<file path="src/common/psp_defs.svh">
`ifndef PSP_DEFS_SVH
`define PSP_DEFS_SVH

// Port mode encodings
`define PSP_MODE_LEGACY   2'h0
`define PSP_MODE_ADDR     2'h1
// Increment mode for buffered operation
`define PSP_INCM_BUFFERED 2'h3
// Interrupt mode encodings
`define PSP_IRQM_NONE     2'h0
`define PSP_IRQM_EVERY    2'h1
`define PSP_IRQM_LAST     2'h3
// Last buffer byte index
`define PSP_LAST_BYTE     2'h3
// Reset values of the flag groups
`define PSP_OUT_EMPTY_RST 4'hF
`define PSP_IN_FULL_RST   4'h0
`define PSP_DATA_RST      8'h00

`endif

</file>
<file path="src/common/psp_pkg.sv">
package psp_pkg;
    typedef logic [7:0] psp_byte_type;
    typedef logic [1:0] psp_idx_type;
    typedef enum logic [1:0] {PSP_ACC_IDLE, PSP_ACC_READ, PSP_ACC_WRITE}
        psp_acc_type;
endpackage : psp_pkg

</file>
<file path="src/common/psp_strobe_if.sv">
interface psp_strobe_if;
    logic rd_start;
    logic rd_end;
    logic wr_end;
    logic rd_active;
    modport src (output rd_start, output rd_end, output wr_end,
                 output rd_active);
    modport dst (input rd_start, input rd_end, input wr_end,
                 input rd_active);
endinterface : psp_strobe_if

</file>
<file path="src/psp_sync.sv">
module psp_sync
(
    input  wire logic core_clk,
    input  wire logic rst,
    input  wire logic pin_in,
    output logic      level_out
);
    logic s1_r;
    logic s2_r;
    logic s3_r;

    always_ff @(posedge core_clk or posedge rst)
    begin
        if (rst)
        begin
            s1_r      <= 1'b0;
            s2_r      <= 1'b0;
            s3_r      <= 1'b0;
            level_out <= 1'b0;
        end
        else
        begin
            s1_r <= pin_in;
            s2_r <= s1_r;
            s3_r <= s2_r;
            // Accept a change only when two late stages agree
            if (s2_r == s3_r)
                level_out <= s3_r;
        end
    end
endmodule : psp_sync

</file>
<file path="src/psp_strobe.sv">
module psp_strobe
(
    input  wire logic  core_clk,
    input  wire logic  rst,
    input  wire logic  select_in_one,
    input  wire logic  read_strobe,
    input  wire logic  write_strobe,
    input  wire logic  cs_active_high,
    input  wire logic  rd_active_high,
    input  wire logic  wr_active_high,
    psp_strobe_if.src  ev
);
    logic cs_s;
    logic rd_s;
    logic wr_s;
    logic rd_act_r;
    logic wr_act_r;

    psp_sync u_cs (.core_clk(core_clk), .rst(rst), .pin_in(select_in_one),
                   .level_out(cs_s));
    psp_sync u_rd (.core_clk(core_clk), .rst(rst), .pin_in(read_strobe),
                   .level_out(rd_s));
    psp_sync u_wr (.core_clk(core_clk), .rst(rst), .pin_in(write_strobe),
                   .level_out(wr_s));

    wire cs_on  = cs_s ~^ cs_active_high;
    wire rd_on  = cs_on & (rd_s ~^ rd_active_high);
    wire wr_on  = cs_on & (wr_s ~^ wr_active_high);

    always_ff @(posedge core_clk or posedge rst)
    begin
        if (rst)
        begin
            rd_act_r <= 1'b0;
            wr_act_r <= 1'b0;
        end
        else
        begin
            rd_act_r <= rd_on;
            wr_act_r <= wr_on;
        end
    end

    assign ev.rd_start  = rd_on & ~rd_act_r;
    // read ends when select or read strobe goes inactive
    assign ev.rd_end    = ~rd_on & rd_act_r;
    assign ev.wr_end    = ~wr_on & wr_act_r;
    assign ev.rd_active = rd_on;
endmodule : psp_strobe

</file>
<file path="src/parallel_slave_port.sv">
`include "psp_defs.svh"

// Summary of operation
// - Slave operation only when module on and port mode is 00 or 01.
// - Legacy mode is port mode 00 with increment mode other than 11.
// - Only select line one is used; select line two is ignored.
// - Select, read and write strobe polarities are selectable.
// - Legacy write captures data bus into input byte 0.
// - Each host write end sets interrupt and input-full flags.
// - Legacy read drives output byte 0, then sets output-empty.
// - Software load makes data readable but leaves empty flag set.
// - Select or read going inactive releases pins, raises interrupt.
// - Buffered mode uses increment mode 11 with four-byte queues.
// - Buffer bytes 0..3 are lo/hi of register one, lo/hi of two.
// - Sequential pointers step bytes 0 toward 3 per strobe.
// - Output byte empty flag clears on load, sets once driven.
// - Reading an already empty output byte sets sticky underflow.
// - Aggregate output-empty when all four byte empty flags set.
// - Input byte full set by host write, cleared by software read.
// - Writing a full input byte sets sticky overflow, data lost.
// - Aggregate input-full when all four byte full flags set; legacy mode uses byte 0 alone.
// - Interrupt mode 01 raises interrupt on every strobe.
// - Interrupt mode 11 raises interrupt only for byte 3 access, except in legacy mode.
// - Port mode 01 selects addressable mode with two address inputs.
// - Addresses 00, 01, 10 select bytes 0, 1, 2.
// - Address 11 selects byte 3; interrupts in mode 11 there.
// - Addressable write to full byte sets overflow and discards.
module parallel_slave_port
#(
    parameter int NUM_BYTES = 4
)
(
    input  wire logic                 core_clk,
    input  wire logic                 rst,
    input  wire logic                 module_on,
    input  wire logic [1:0]           port_mode_reg,
    input  wire logic [1:0]           increment_mode_sel,
    input  wire logic [1:0]           irq_mode_sel,
    input  wire logic                 cs_active_high,
    input  wire logic                 rd_active_high,
    input  wire logic                 wr_active_high,
    input  wire logic                 select_in_one,
    input  wire logic                 select_out_two,
    input  wire logic                 read_strobe,
    input  wire logic                 write_strobe,
    input  wire logic [1:0]           addr_inputs,
    input  wire psp_pkg::psp_byte_type data_bus_in,
    output psp_pkg::psp_byte_type     data_bus_out,
    output logic                      data_bus_oe,
    input  wire logic                 sw_out_load,
    input  wire psp_pkg::psp_idx_type sw_out_idx,
    input  wire psp_pkg::psp_byte_type sw_out_data,
    input  wire logic                 sw_in_read,
    input  wire psp_pkg::psp_idx_type sw_in_idx,
    input  wire logic                 sw_clr_overflow,
    input  wire logic                 sw_clr_underflow,
    output logic [15:0]               in_buf_lo,
    output logic [15:0]               in_buf_hi,
    output logic [3:0]                in_byte_full,
    output logic [3:0]                out_byte_empty,
    output logic                      in_all_full,
    output logic                      out_all_empty,
    output logic                      in_overflow,
    output logic                      out_underflow,
    output logic                      port_irq_flag
);
    import psp_pkg::*;

    // Flag words and byte indices are built for a four-byte queue
    if (NUM_BYTES != 4)
    begin : g_depth_check
        $error("only a four-byte queue is supported");
    end

    psp_strobe_if ev ();

    psp_byte_type out_mem_r [NUM_BYTES];
    psp_byte_type in_mem_r  [NUM_BYTES];
    psp_idx_type  rd_ptr_r;
    psp_idx_type  wr_ptr_r;
    psp_idx_type  rd_idx_r;
    psp_acc_type  acc_r;
    psp_acc_type  acc_nxt;
    logic         on_r;

    // select line two plays no part in slave modes
    wire unused_cs2 = select_out_two;

    psp_strobe u_strobe (
        .core_clk       (core_clk),
        .rst            (rst),
        .select_in_one  (select_in_one),
        .read_strobe    (read_strobe),
        .write_strobe   (write_strobe),
        .cs_active_high (cs_active_high),
        .rd_active_high (rd_active_high),
        .wr_active_high (wr_active_high),
        .ev             (ev.src)
    );

    wire slave_mode = (port_mode_reg == `PSP_MODE_LEGACY) |
                      (port_mode_reg == `PSP_MODE_ADDR);
    wire slave_on   = module_on & slave_mode;
    wire addr_mode  = port_mode_reg == `PSP_MODE_ADDR;
    // legacy (single byte) unless increment mode 11
    // increment mode 11 gives the four-byte queues
    wire buf_mode   = (port_mode_reg == `PSP_MODE_LEGACY) &
                      (increment_mode_sel == `PSP_INCM_BUFFERED);
    wire seq_mode   = ~addr_mode & buf_mode;
    // Re-enabling the port restarts pointers and status
    wire enable_rise = module_on & ~on_r;

    // legacy mode always uses byte 0
    wire psp_idx_type rd_sel = addr_mode ? addr_inputs :
                               (seq_mode ? rd_ptr_r : 2'h0);
    wire psp_idx_type wr_sel = addr_mode ? addr_inputs :
                               (seq_mode ? wr_ptr_r : 2'h0);

    wire host_rd = slave_on & ev.rd_start;
    wire host_wr = slave_on & ev.wr_end;
    // write to full byte is dropped
    wire wr_ovf  = host_wr & in_byte_full[wr_sel];
    wire rd_unf  = host_rd & out_byte_empty[rd_sel];

    // every strobe; only byte 3 in mode 11
    wire irq_every = (irq_mode_sel == `PSP_IRQM_EVERY) &
                     ((slave_on & ev.rd_end) | host_wr);
    wire irq_last  = (irq_mode_sel == `PSP_IRQM_LAST) &
                     (((slave_on & ev.rd_end) &
                       (rd_idx_r == `PSP_LAST_BYTE)) |
                      (host_wr & (wr_sel == `PSP_LAST_BYTE)));
    // neither addressable nor buffered is the one-byte port
    wire legacy_mode = ~addr_mode & ~buf_mode;
    // legacy write end; legacy read end
    wire irq_legacy = legacy_mode &
                      ((slave_on & ev.rd_end) | host_wr);
    // the single legacy byte stands for the whole input queue
    // otherwise all four bytes must be full
    wire in_full_agg = legacy_mode ? in_byte_full[0] : &in_byte_full;
    wire irq_evt = irq_every | irq_last | irq_legacy;

    // Access tracker: idle, read in progress or write just ended
    always_comb
    begin
        acc_nxt = acc_r;
        if (!slave_on)
            acc_nxt = PSP_ACC_IDLE;
        else if (host_rd)
            acc_nxt = PSP_ACC_READ;
        else if (host_wr)
            acc_nxt = PSP_ACC_WRITE;
        else if (ev.rd_end | (acc_r == PSP_ACC_WRITE))
            acc_nxt = PSP_ACC_IDLE;
    end

    always_ff @(posedge core_clk or posedge rst)
    begin
        if (rst)
        begin
            on_r     <= 1'b0;
            acc_r    <= PSP_ACC_IDLE;
            rd_ptr_r <= 2'h0;
            wr_ptr_r <= 2'h0;
            rd_idx_r <= 2'h0;
        end
        else
        begin
            on_r  <= module_on;
            acc_r <= acc_nxt;
            // pointers restart on enable and wrap naturally
            if (enable_rise)
            begin
                rd_ptr_r <= 2'h0;
                wr_ptr_r <= 2'h0;
            end
            else
            begin
                if (host_rd & seq_mode)
                    rd_ptr_r <= rd_ptr_r + 2'h1;
                if (host_wr & seq_mode)
                    wr_ptr_r <= wr_ptr_r + 2'h1;
            end
            if (host_rd)
                rd_idx_r <= rd_sel;
        end
    end

    // drive selected byte while read strobe active
    always_ff @(posedge core_clk or posedge rst)
    begin
        if (rst)
        begin
            data_bus_out <= `PSP_DATA_RST;
            data_bus_oe  <= 1'b0;
        end
        else
        begin
            data_bus_oe <= slave_on & ev.rd_active;
            if (host_rd)
                data_bus_out <= out_mem_r[rd_sel];
            // later software load is seen at once
            else if (sw_out_load & (sw_out_idx == rd_idx_r))
                data_bus_out <= sw_out_data;
        end
    end

    always_ff @(posedge core_clk or posedge rst)
    begin
        if (rst)
        begin
            for (int i = 0; i < NUM_BYTES; i++)
            begin
                out_mem_r[i] <= `PSP_DATA_RST;
                in_mem_r[i]  <= `PSP_DATA_RST;
            end
        end
        else
        begin
            if (sw_out_load)
                out_mem_r[sw_out_idx] <= sw_out_data;
            // capture data bus at write end
            if (host_wr & ~wr_ovf)
                in_mem_r[wr_sel] <= data_bus_in;
        end
    end

    // Flag updates: hardware set wins over software clear
    always_ff @(posedge core_clk or posedge rst)
    begin
        if (rst)
        begin
            out_byte_empty <= `PSP_OUT_EMPTY_RST;
            in_byte_full   <= `PSP_IN_FULL_RST;
            in_overflow    <= 1'b0;
            out_underflow  <= 1'b0;
            port_irq_flag  <= 1'b0;
        end
        else if (enable_rise)
        begin
            out_byte_empty <= `PSP_OUT_EMPTY_RST;
            in_byte_full   <= `PSP_IN_FULL_RST;
            in_overflow    <= 1'b0;
            out_underflow  <= 1'b0;
            port_irq_flag  <= 1'b0;
        end
        else
        begin
            for (int i = 0; i < NUM_BYTES; i++)
            begin
                // empty clears on load, sets when driven
                // in legacy mode a load leaves empty set
                if (host_rd & (rd_sel == 2'(i)))
                    out_byte_empty[i] <= 1'b1;
                else if (sw_out_load & (sw_out_idx == 2'(i)) &
                         (addr_mode | buf_mode))
                    out_byte_empty[i] <= 1'b0;
                // full set by host write, cleared by read
                if (host_wr & (wr_sel == 2'(i)))
                    in_byte_full[i] <= 1'b1;
                else if (sw_in_read & (sw_in_idx == 2'(i)))
                    in_byte_full[i] <= 1'b0;
            end
            if (wr_ovf)
                in_overflow <= 1'b1;
            else if (sw_clr_overflow)
                in_overflow <= 1'b0;
            if (rd_unf)
                out_underflow <= 1'b1;
            else if (sw_clr_underflow)
                out_underflow <= 1'b0;
            port_irq_flag <= irq_evt;
        end
    end

    // aggregate flags, one cycle behind byte flags
    always_ff @(posedge core_clk or posedge rst)
    begin
        if (rst)
        begin
            in_all_full   <= 1'b0;
            out_all_empty <= 1'b1;
            in_buf_lo     <= 16'h0000;
            in_buf_hi     <= 16'h0000;
        end
        else
        begin
            in_all_full   <= in_full_agg;
            out_all_empty <= &out_byte_empty;
            in_buf_lo     <= {in_mem_r[1], in_mem_r[0]};
            in_buf_hi     <= {in_mem_r[3], in_mem_r[2]};
        end
    end
endmodule : parallel_slave_port

</file>
<file path="config.mk">
export PLATFORM = sky130hd
export DESIGN_NAME = parallel_slave_port
export DESIGN_NICKNAME = d
export VERILOG_FILES = /design/src/common/psp_pkg.sv /design/src/common/psp_strobe_if.sv /design/src/psp_sync.sv /design/src/psp_strobe.sv /design/src/parallel_slave_port.sv
export VERILOG_INCLUDE_DIRS = /design/src /design/src/common
export SDC_FILE = /design/constraint.sdc
export NUM_CORES = 1
export LEC_CHECK = 0
export BUFFER_PORTS_ARGS = -buffer_cell sky130_fd_sc_hd__buf_2
export CAP_MARGIN = 20
export CORE_ASPECT_RATIO = 0.5
export CORE_UTILIZATION = 40
export DETAILED_ROUTE_END_ITERATION = 8
export PLACE_DENSITY_LB_ADDON = 0.12
export SYNTH_ARGS = -nofsm -noshare
export SYNTH_HDL_FRONTEND = slang
export SYNTH_HIERARCHICAL = 1
export SYNTH_SLANG_ARGS = --single-unit
</file>
<file path="constraint.sdc">
create_clock -name core_clk -period 11.3 [get_ports core_clk]
set_input_delay 2.26 -clock core_clk [delete_from_list [all_inputs] [get_ports core_clk]]
set_output_delay 2.26 -clock core_clk [all_outputs]
set_load 0.03 [all_outputs]
</file>
Word-level counts from Yosys, hierarchy flattened
Index checks and enable logic that the tools add are counted.

storage, ports and cells
  flip-flop bits (word level) = 139
  input port bits = 42
  output and inout bits = 54
  logic and storage cells = 207

cells by class
  $add $sub $neg = 2
  magnitude comparators = 7
  eq/ne operators = 21
  mux-type cells = 49
  bitwise logic cells = 63
  reduce and logical (&&, ||, !) cells = 22

operators by type and width
  operator                                                     number
  bitwise mux 32 bit                                           2
  2-to-1 mux 8 bit                                             6
  bitwise AND 1 bit                                            44
  demux 8 bit (select 2 bit)                                   2
  nonzero test 3 bit                                           10
  2-to-1 mux 1 bit                                             26
  == test 2 bit (second input constant)                        11
  binary-select mux 8 bit (select 2 bit)                       1
  2-to-1 mux 2 bit                                             8
  == test 2 x 1 -> 1 bit (second input constant)               6
  zero test 2 bit                                              5
  greater-or-equal comparator 3 bit (second input constant)    3
  inverter 2 -> 3 bit                                          3
  2-to-1 mux 4 bit                                             2
  AND reduction 4 bit                                          2
  inverter 1 bit                                               7
  less-than comparator 2 x 3 -> 1 bit (second input constant)  2
  less-than comparator 3 x 1 -> 1 bit (second input constant)  2
  bitwise OR 1 bit                                             6
  nonzero test 2 bit                                           3
  adder 2 x 1 -> 2 bit (second input constant)                 2
  binary-select mux 1 bit (select 2 bit)                       2
  == test 1 bit                                                3
  bitwise XNOR 1 bit                                           3
  other kinds (2)                                              3

Longest topological paths before layout
Gate-level depths: netlist (run 1).

  depth in word-level cells = 12
  gate-level depth with buffers = 7

Hierarchy
The synthesis (run 1) kept the hierarchy.

by module, submodules not included
  module               times used  cells each  area each (µm²)  seq. area each (µm²)
  parallel_slave_port  1           355         4,934.7          3,134.3
  psp_sync             3           6           115.1            100.1
  psp_strobe           1           11          115.1            50.0

Worst setup path after synthesis (run 1)
Ideal clock, no wire load.

  path kind = in2reg
  from = in cs_active_high
  to = reg in_mem_r[0] in the netlist's numbering
  setup time = 0.125 ns
  arrival = 3.804 ns
  path slack = 7.371 ns
  stages = 6
  path buffers = 0
  cells stage by stage = xor2_2 o21a_1 nand3b_1 or3b_1 a21oi_4 mux2_2

on the way
  longest elaborated chain between the ends = 8

RTL lines
  what                           line                        RTL
  start, declared                parallel_slave_port.sv:39   input wire logic cs_active_high,
  bitwise XNOR 1 bit *           psp_strobe.sv:26            wire cs_on = cs_s ~^ cs_active_high;
  bitwise AND 1 bit *            psp_strobe.sv:28            wire wr_on = cs_on & (wr_s ~^ wr_active_high);
  inverter 1 bit *               psp_strobe.sv:47            assign ev.wr_end = ~wr_on & wr_act_r;
  bitwise AND 1 bit *            psp_strobe.sv:47
  net ev.wr_end                  psp_strobe_if.sv:4          logic wr_end;
  bitwise AND 1 bit *            parallel_slave_port.sv:120  wire host_wr = slave_on & ev.wr_end;
  bitwise AND 1 bit              parallel_slave_port.sv:122  wire wr_ovf = host_wr & in_byte_full[wr_sel];
  inverter 1 bit                 parallel_slave_port.sv:222  if (host_wr & ~wr_ovf)
  bitwise AND 1 bit *            parallel_slave_port.sv:222
  end signal, assigned by index  parallel_slave_port.sv:214  in_mem_r[i] <= `PSP_DATA_RST;
  end signal, assigned by index  parallel_slave_port.sv:223  in_mem_r[wr_sel] <= data_bus_in;
  end, declared                  parallel_slave_port.sv:78   psp_byte_type in_mem_r [NUM_BYTES];

The timed path passes the listed nets; every way through them passes the cells marked *.
A chain may end at the register's enable or synchronous reset.

Worst setup path after layout (run 1)
  from = in cs_active_high
  to = reg in_mem_r[1] in the netlist's numbering

Same word-level chain as after synthesis.

==> results of run 1 <==
logic make-up (layout without fill, tap and decap cells):
group	count (synthesis)	after routing	share of synthesized area, %
adders and majority gates	3	3	0.626
buffers and inverters	24	139	1.72
xor gates and xnor gates	9	9	1.60
muxes	74	74	15.2
DFF	139	139	64.6
and+or+nand+nor	74	74	8.12
AOI/OAI and AO/OA	61	61	8.14
Yosys cell counts (2+ instances only):
cell type  instances  share of area [%]
dfrtp_1          134                 62
mux2_2            63                 13
a211oi_1          24                3.3
nand2_1           13               0.90
nor2b_1           12                1.4
clkbuf_1          11               0.77
inv_1             11               0.77
o21ai_0           11                1.0
and2_1            10                1.2
mux2i_1           10                1.9
nand3b_1           8                1.1
a21oi_1            7               0.65
nor2_1             7               0.49
o211ai_1           6               0.83
dfstp_2            5                2.4
nand2b_1           5               0.58
xnor2_1            5               0.81
nor3_1             4               0.37
maj3_2             3               0.63
nand3_1            3               0.28
o21a_1             3               0.42
xor2_1             3               0.49
a21oi_4            2               0.60
buf_2              2               0.19
nand4_1            2               0.23
nand4b_1           2               0.32
or4_1              2               0.28
where the power goes:
part / leakage, nW / internal (mW) / switching [mW] / total, mW
clock: 0.280 / 0.311 / 0.233 / 0.543
combinational: 1.11 / 0.0895 / 0.148 / 0.237
sequential: 1.77 / 0.582 / 0.0359 / 0.618
worst max path at each step:
stage                             end  slack, ps  depth (start not counted)
final                     in_mem_r[1]       7310                          7
after global placement    in_mem_r[5]       6850                          7
after global routing      in_mem_r[1]       7200                          7
after floorplan           data_bus_oe       5720                          1
after detailed placement  in_mem_r[5]       6850                          7
after CTS                 in_mem_r[1]       7290                          7
through the flow:
step | cell area, um^2 | cells | setup slack [ps] | utilization (%) | hold slack (ps)
after floorplan | 5400 | 384 | 5720 | - | 331
after global placement | 6050 | 637 | 6850 | 46.8 | 336
after detailed placement | 6050 | 637 | 6850 | 46.8 | 341
after CTS | 6630 | 669 | 7290 | 51.3 | 354
after global routing | 6630 | 669 | 7200 | 51.3 | 357
final | 6630 | 669 | 7310 | 51.3 | 351
routing by layer:
layer	routed length, um	GRT usage (%)	vias to the layer above
li1	-	-	1581
met1	5230	22.7	1671
met2	5090	26.9	58
met3	601	6.26	12
met4	117	5.47	0
met5	0	0	-
sequential cells by signal (all words and copies together), names as in the netlist, 2 cells and up:
| signal | count |
|---|---|
| in_byte_full | 4 |
| rd_idx_r | 2 |
| out_byte_empty | 4 |
| wr_ptr_r | 2 |
| in_buf_hi | 16 |
| out_mem_r | 32 |
| in_buf_lo | 16 |
| in_mem_r | 32 |
| rd_ptr_r | 2 |
| data_bus_out | 8 |
cell type report:
type                            count  area [um^2]  share of cell area, %
Clock buffer                       17          425                   6.42
Clock inverter                     15          156                   2.36
Inverter                           11         43.8                  0.661
Multi-Input combinational cell    221         1820                   27.5
Sequential cell                   139         3480                   52.6
Tap cell                          170          213                   3.21
Timing Repair Buffer               96          485                   7.32
==> results.toml, run 1 <==
[setup_path]
crit_required_ps = 11600
path_class = "input port to register"
path_delay_family = "simple AND/OR/NAND/NOR gates"
worstPathCellList = "buf_2, xor2_2, o21a_1, nand3b_1, or3b_1, a21oi_4, mux2_2"
crit_fanout = 8
max_stage_delay_ps = 500
end_kind = "register"
rrSetupSlack_ps = 8870
critPathLaunch = "cs_active_high"
arrival_ps = 4290
r2r_end = "in_mem_r[1]"
startpoint_type = "input port"
timing.rr.start = "u_strobe/u_cs/level_out"
critPathSlowestCell = "or3b_1"
reg2regPathDepth = 6
path_buf_inv = 1

[place]
place_congestion = 0.742
io_buffers = 94
dp.final_hpwl_um = 7150

[global_route]
grt_pass1_vias = 3484
grt.overflow.total = 0
grt_first_pass_wirelength_um = 18300
antenna_found_initial = 0
grt_max_degree = 72
grt_use_total_pct = 17.3

[sta]
max_freq_ghz = 0.251
worst_slew_pin_slew_ps = 909
drv_slew = 0
finalHoldViolations = 0
final-setup-viol-count = 0
rsz0062_at_grt = "no"
setup_tns_ps = 0
finClkSkew_ps = 10.7
finalCritPeriodShare_pct = 35.3
timing.slew.headroom_pct = 39.4
fin_crit_ps = 3990

[final_layout]
n_antenna_cell = 0
nFillCells = 1174
area_delta_synth_final_pct = 22.9
final_common_cell = "dfrtp_1"
final_cell_mix = "dfrtp_1 (134), buf_2 (94), mux2_2 (63), a211oi_1 (24), clkbuf_16 (17)"
fin_nets = 528
drive_above_1_share_pct = 42.1

[cts]
cts_made_buffers = 17
post_cts_resized = 0
cts_setup_buffers = 0
cts.path.max_buffers = 2
root_buffer = "clkbuf_16"
numClockSinks = 139
hold_buffers = 0
cts_tree = "built"
htreeDepth = 4
clkTransAtPathRegs_ps = 60
clock_latency_ps = 410

[pwr]
power.density_mw_per_mm2 = 211
vdd_drop_max_uv = 104
p_leak_nw = 3.15
power_mw = 1.40

[logic_synthesis]
yosysWarningCount = 6
postSynthAreaPerCell_um2 = 14.0
synth_seq_cells = 139
synth-seq-area-share_pct = 64.6
syn_nets = 426
ys_async_sr_fraction_pct = 100
syn_inst = 384
netlist_area_mm2 = 0.00540
synth_ff_type = "dfrtp_1"
synth_enable_flop_cells = 0
synth.distinct_cells = 43

[min_path]
hp-class = "register to register"
min_from = "u_strobe/u_rd/s1_r"
worstHoldPathCells = 0
hold_end = "u_strobe/u_rd/s2_r"

[die]
row_count = 29
start_util_pct = 41.8
die-height_um = 84.1
io_pins = 96
design.core.area_mm2 = 0.0129
die_x_um = 166
die-area_mm2 = 0.0140

[job]
drv_cap = 0

[status]
failed_checks = "DRC"
status = "finished with violations"

[detailed_routing]
wirelength_um = 11000
via_count = 3322
drc_errors = 4
dr.pass1.iters = 6
routedWlPerCell_um = 16.5
antenna_left = 0
routed_via_density = 4.97
drt_iter0_drc = 120
No activity file was read; power rests on OpenSTA's default activity.
==> run 2, diff against run 1 <==
--- a/config.mk
+++ b/config.mk
@@ -6,6 +6,7 @@
 export SDC_FILE = /design/constraint.sdc
 export NUM_CORES = 1
 export LEC_CHECK = 0
+export ABC_AREA = 1
 export BUFFER_PORTS_ARGS = -buffer_cell sky130_fd_sc_hd__buf_2
 export CAP_MARGIN = 20
 export CORE_ASPECT_RATIO = 0.5
==> constraint.sdc (replaced) <==
create_clock -name core_clk -period 4.05 [get_ports core_clk]
set_input_delay 0.81 -clock core_clk [delete_from_list [all_inputs] [get_ports core_clk]]
set_output_delay 0.81 -clock core_clk [all_outputs]
set_load 0.03 [all_outputs]
==> results.toml, run 2 <==
[final_layout]
final_cell_mix = "nand2_1 (223), dfrtp_1 (134), buf_2 (94), nand3_1 (67), inv_1 (46)"
area_delta_synth_final_pct = 22.3
multi_input_area_mm2 = 0.00187
final_common_cell = "nand2_1"
n_antenna_cell = 0
post-route-cell-area_mm2 = 0.00690
seqCellArea_mm2 = 0.00348
nFillCells = 1352
largestRegisters = "in_mem_r x32, out_mem_r x32"
fin_nets = 756
drive_above_1_share_pct = 23.7

[setup_path]
timing.rr.start = "u_strobe/u_cs/level_out"
startpoint_type = "input port"
crit_fanout = 22
critPathLaunch = "port_mode_reg[1]"
end_kind = "register"
path_class = "input port to register"
crit_required_ps = 4310
arrival_ps = 2470

[place]
place_congestion = 0.770
io_buffers = 94
dp.final_hpwl_um = 8570
dpl_cell_area_mm2 = 0.00631

[pwr]
power.density_mw_per_mm2 = 546
vdd_drop_max_uv = 251
p_leak_nw = 3.76

[global_route]
grt_use_total_pct = 19.0
grt_max_degree = 48
grt_first_pass_wirelength_um = 21200
grt.overflow.total = 0
grt_pass1_vias = 4246
antenna_found_initial = 1

[cts]
root_buffer = "clkbuf_16"
cts_tree = "built"
numClockSinks = 139
cts_setup_buffers = 0
post_cts_resized = 0
clkTransAtPathRegs_ps = 60
htreeDepth = 4
cts.path.max_buffers = 2
hold_buffers = 0
clock_latency_ps = 420
cts_made_buffers = 17

[min_path]
hp-class = "input port to async pin"

[die]
design.core.area_mm2 = 0.0137
start_util_pct = 41.3
io_pins = 96
row_count = 30
die_x_um = 170
die-area_mm2 = 0.0146
die-height_um = 86.0

[logic_synthesis]
synth_common_cells = "nand2_1 (223), dfrtp_1 (134), nand3_1 (67)"
synth_enable_flop_cells = 0
post-synth-top-count-cell = "nand2_1"
synth.distinct_cells = 35
netlist_area_mm2 = 0.00564
synth_seq_cells = 139
syn_nets = 652
synth.area.top_cells = "dfrtp_1 (59%), nand2_1 (15%), nand3_1 (5.9%)"
yosys.area.top_type_share_pct = 59.4
synth_ff_type = "dfrtp_1"
yosysWarningCount = 6
synth-seq-area-share_pct = 61.8
yosysTopAreaCell = "dfrtp_1"
postSynthAreaPerCell_um2 = 9.25
syn_inst = 610
ys_async_sr_fraction_pct = 100

[sta]
finClkSkew_ps = 15.8
drv_slew = 0
rsz0062_at_grt = "no"
finalHoldViolations = 0
max_freq_ghz = 0.453
setup_tns_ps = 0
finalCritPeriodShare_pct = 54.5
final-setup-viol-count = 0
timing.slew.headroom_pct = 43.9
worst_slew_pin_slew_ps = 840
fin_crit_ps = 2210

[detailed_routing]
routed_via_density = 4.69
antenna_left = 0
routedWlPerCell_um = 13.9
drc_errors = 0
drt_iter0_drc = 300
wirelength_um = 12700
via_count = 4306
dr.pass1.iters = 5

[job]
drv_cap = 0

[status]
status = "completed"
## run 2: worst max-delay path: stages
cell     delay (ps)
buf_2           130
inv_2            60
nand2_1         110
inv_2            70
nand2_1         540
inv_1           450
a21oi_1         230
nor3_1           50
## run 2: layout make-up
| cell class | count | area share, % |
|---|---|---|
| Tap cell | 192 | 3.48 |
| Clock buffer | 18 | 6.22 |
| Timing Repair Buffer | 98 | 7.25 |
| Clock inverter | 14 | 2.36 |
| Inverter | 57 | 3.15 |
| Multi-Input combinational cell | 401 | 27.0 |
| Sequential cell | 139 | 50.5 |
## run 2: where the power goes
part	internal [mW]	switching [mW]
Sequential	1.57	0.0872
Clock	0.922	0.630
Combinational	0.166	0.393
## run 2: path summary, 6_finish.rpt
kind,to,slack (ps),cells after the start
setup / recovery,rd_ptr_r[0],1840,8
setup reg to reg,rd_ptr_r[0],1930,9
hold reg to reg,u_strobe/u_cs/s2_r,350,0
hold / removal,u_strobe/wr_act_r,310,2
min in group core_clk,u_strobe/u_cs/s2_r,350,0
max in group asynchronous,in_mem_r[25],2540,3
## run 2: through the flow
stage	power (mW)	hold slack, ps	instances	setup WS, ps	util, %
after floorplan	2.07	331	610	1700	-
after global placement	2.23	335	887	1420	46.2
after detailed placement	2.25	336	887	1410	46.2
after CTS	3.81	299	919	1830	50.5
after global routing	3.94	308	919	1620	50.5
final	3.77	315	919	1840	50.5
## run 2: cells by family after synthesis
kind of cell	count (synthesis)	share of synthesized area [%]
AND/OR/NAND/NOR	338	26.6
buffers and inverters	70	5.15
flip-flops	139	61.8
AO/OA/AOI/OAI	62	6.30
XOR/XNOR	1	0.155
## run 2: metal layers
| metal | global-route usage [%] | part of all wire [%] |
|---|---|---|
| met1 | 24.0 | 47 |
| met2 | 32.3 | 48 |
| met3 | 5.21 | 4.5 |
| met4 | 4.91 | 0.55 |
| met5 | 0 | 0.086 |
==> run 3, diff against run 2 <==
==> constraint.sdc (replaced) <==
create_clock -name core_clk -period 2.2 [get_ports core_clk]
set_input_delay 0.44 -clock core_clk [delete_from_list [all_inputs] [get_ports core_clk]]
set_output_delay 0.44 -clock core_clk [all_outputs]
set_load 0.03 [all_outputs]
==> results.toml, run 3 (same netlist as run 2, synthesis figures left out) <==
[setup_path]
arrival_ps = 2190
worstPathCellList = "inv_1, nand2_1, nand2_2, a21oi_2, nand2_2, nor3_4, buf_4, inv_2, a21oi_1"
path_delay_family = "simple AND/OR/NAND/NOR gates"
crit_fanout = 10
crit_required_ps = 2540
path_buf_inv = 3
max_stage_delay_ps = 500
critPathSlowestCell = "nor3_4"
end_kind = "register"
path_class = "register to register"
startpoint_type = "register"
path_common_cell = "nand2_2"
rrSetupSlack_ps = 350

[pwr]
power.density_mw_per_mm2 = 985
combPwrFrac_pct = 15.1
p_switching_mw = 2.04
p_int_mw = 4.92
power.share.clock_pct = 41.0
p_seq_share_pct = 43.9
p_leak_nw = 3.85
vdd_drop_max_uv = 438
switching_share_pct = 29.3
power_mw = 6.95

[sta]
drv_slew = 0
finClkSkew_ps = 6.93
rsz0062_at_grt = "no"
holdWs_ps = 132
finalHoldViolations = 0
final-setup-viol-count = 0
timing.slew.headroom_pct = 65.8
finalWorstSetupSlack_ps = 354
max_freq_ghz = 0.542
fin_crit_ps = 1850
finalCritPeriodShare_pct = 83.9
setup_tns_ps = 0
worst_slew_pin_slew_ps = 513

[cts]
post_cts_resized = 0
root_buffer = "clkbuf_16"
clock_latency_ps = 420
htreeDepth = 4
numClockSinks = 139
cts_setup_buffers = 0
clkTransAtPathRegs_ps = 60
hold_buffers = 1
cts_made_buffers = 17
cts.path.max_buffers = 2
cts_tree = "built"

[final_layout]
n_antenna_cell = 0
drive_above_1_share_pct = 25.3
post_layout_nonfiller_instances = 936
final_cell_mix = "nand2_1 (223), dfrtp_1 (134), buf_2 (94), nand3_1 (67), inv_1 (46)"
fin_util_pct = 51.6
post-route-cell-area_mm2 = 0.00705
fin_nets = 773
area_delta_synth_final_pct = 25.0
largestRegisters = "in_mem_r x32, out_mem_r x32"
final_common_cell = "nand2_1"

[detailed_routing]
via_count = 4396
routedWlPerCell_um = 13.3
dr.pass1.iters = 5
drt_iter0_drc = 293
routed_via_density = 4.70
drc_errors = 0
wirelength_um = 12500
antenna_left = 0

[global_route]
antenna_found_initial = 1
grt_use_total_pct = 18.6
grt.overflow.total = 0
grt_first_pass_wirelength_um = 20700
grt_max_degree = 52
grt_pass1_vias = 4131

[place]
dp.cells = 903
io_buffers = 94
dp.final_hpwl_um = 8710
place_congestion = 0.777
dpl_worst_slack_ps = 214
dpl_cell_area_mm2 = 0.00645

[die]
die-height_um = 86.0
row_count = 30
design.core.area_mm2 = 0.0137
die_x_um = 170
start_util_pct = 41.3
die-area_mm2 = 0.0146
io_pins = 96

[job]
drv_cap = 0

[min_path]
hp-class = "input port to register"

[status]
status = "completed"
[run 3: cell types whose count changed in the layout (fill, tap and decap cells not counted)]
cell,delta
buf_12,+2
buf_4,+14
clkinv_4,-4
clkinvlp_4,+2
dlygate4sd3_1,+1
inv_6,+2
[run 3: cell type report]
| type | count | area [um^2] |
|---|---|---|
| fill | 1338 | 6610 |
| sequential | 139 | 3480 |
| multi-input combinational | 401 | 1870 |
| timing repair buffer | 115 | 656 |
| clock buffer | 18 | 429 |
| tap | 192 | 240 |
| inverter | 57 | 218 |
| clock inverter | 14 | 160 |
[run 3: power groups by stage]
| stage | combinational [mW] | clock, mW | sequential, mW |
|---|---|---|---|
| 3_5_place_dp | 1.06 | 0 | 3.10 |
| 6_report | 1.05 | 2.85 | 3.05 |
| 4_1_cts | 1.07 | 2.91 | 3.05 |
| 5_1_grt | 1.17 | 3.03 | 3.09 |
| 3_3_place_gp | 1.05 | 0 | 3.09 |
| 2_1_floorplan | 0.458 | 0 | 3.34 |
[run 3: final timing paths]
check	from	endpoint	cells past startpoint
min reg2reg	u_strobe/u_cs/s1_r	u_strobe/u_cs/s2_r	0
max	u_strobe/u_cs/level_out	in_byte_full[1]	9
max reg2reg	u_strobe/u_cs/level_out	in_byte_full[1]	9
max in group asynchronous	rst	out_all_empty	4
min	write_strobe	u_strobe/u_wr/s1_r	1
min in group asynchronous	rst	u_strobe/rd_act_r	3
[run 3: routing by layer]
layer | vias up | global-route usage (%) | wire length [um]
li1 | 2196 | - | -
met1 | 2085 | 24.8 | 5910
met2 | 102 | 30.0 | 5830
met3 | 11 | 5.17 | 640
met4 | 2 | 5.32 | 106
met5 | - | 0 | 11
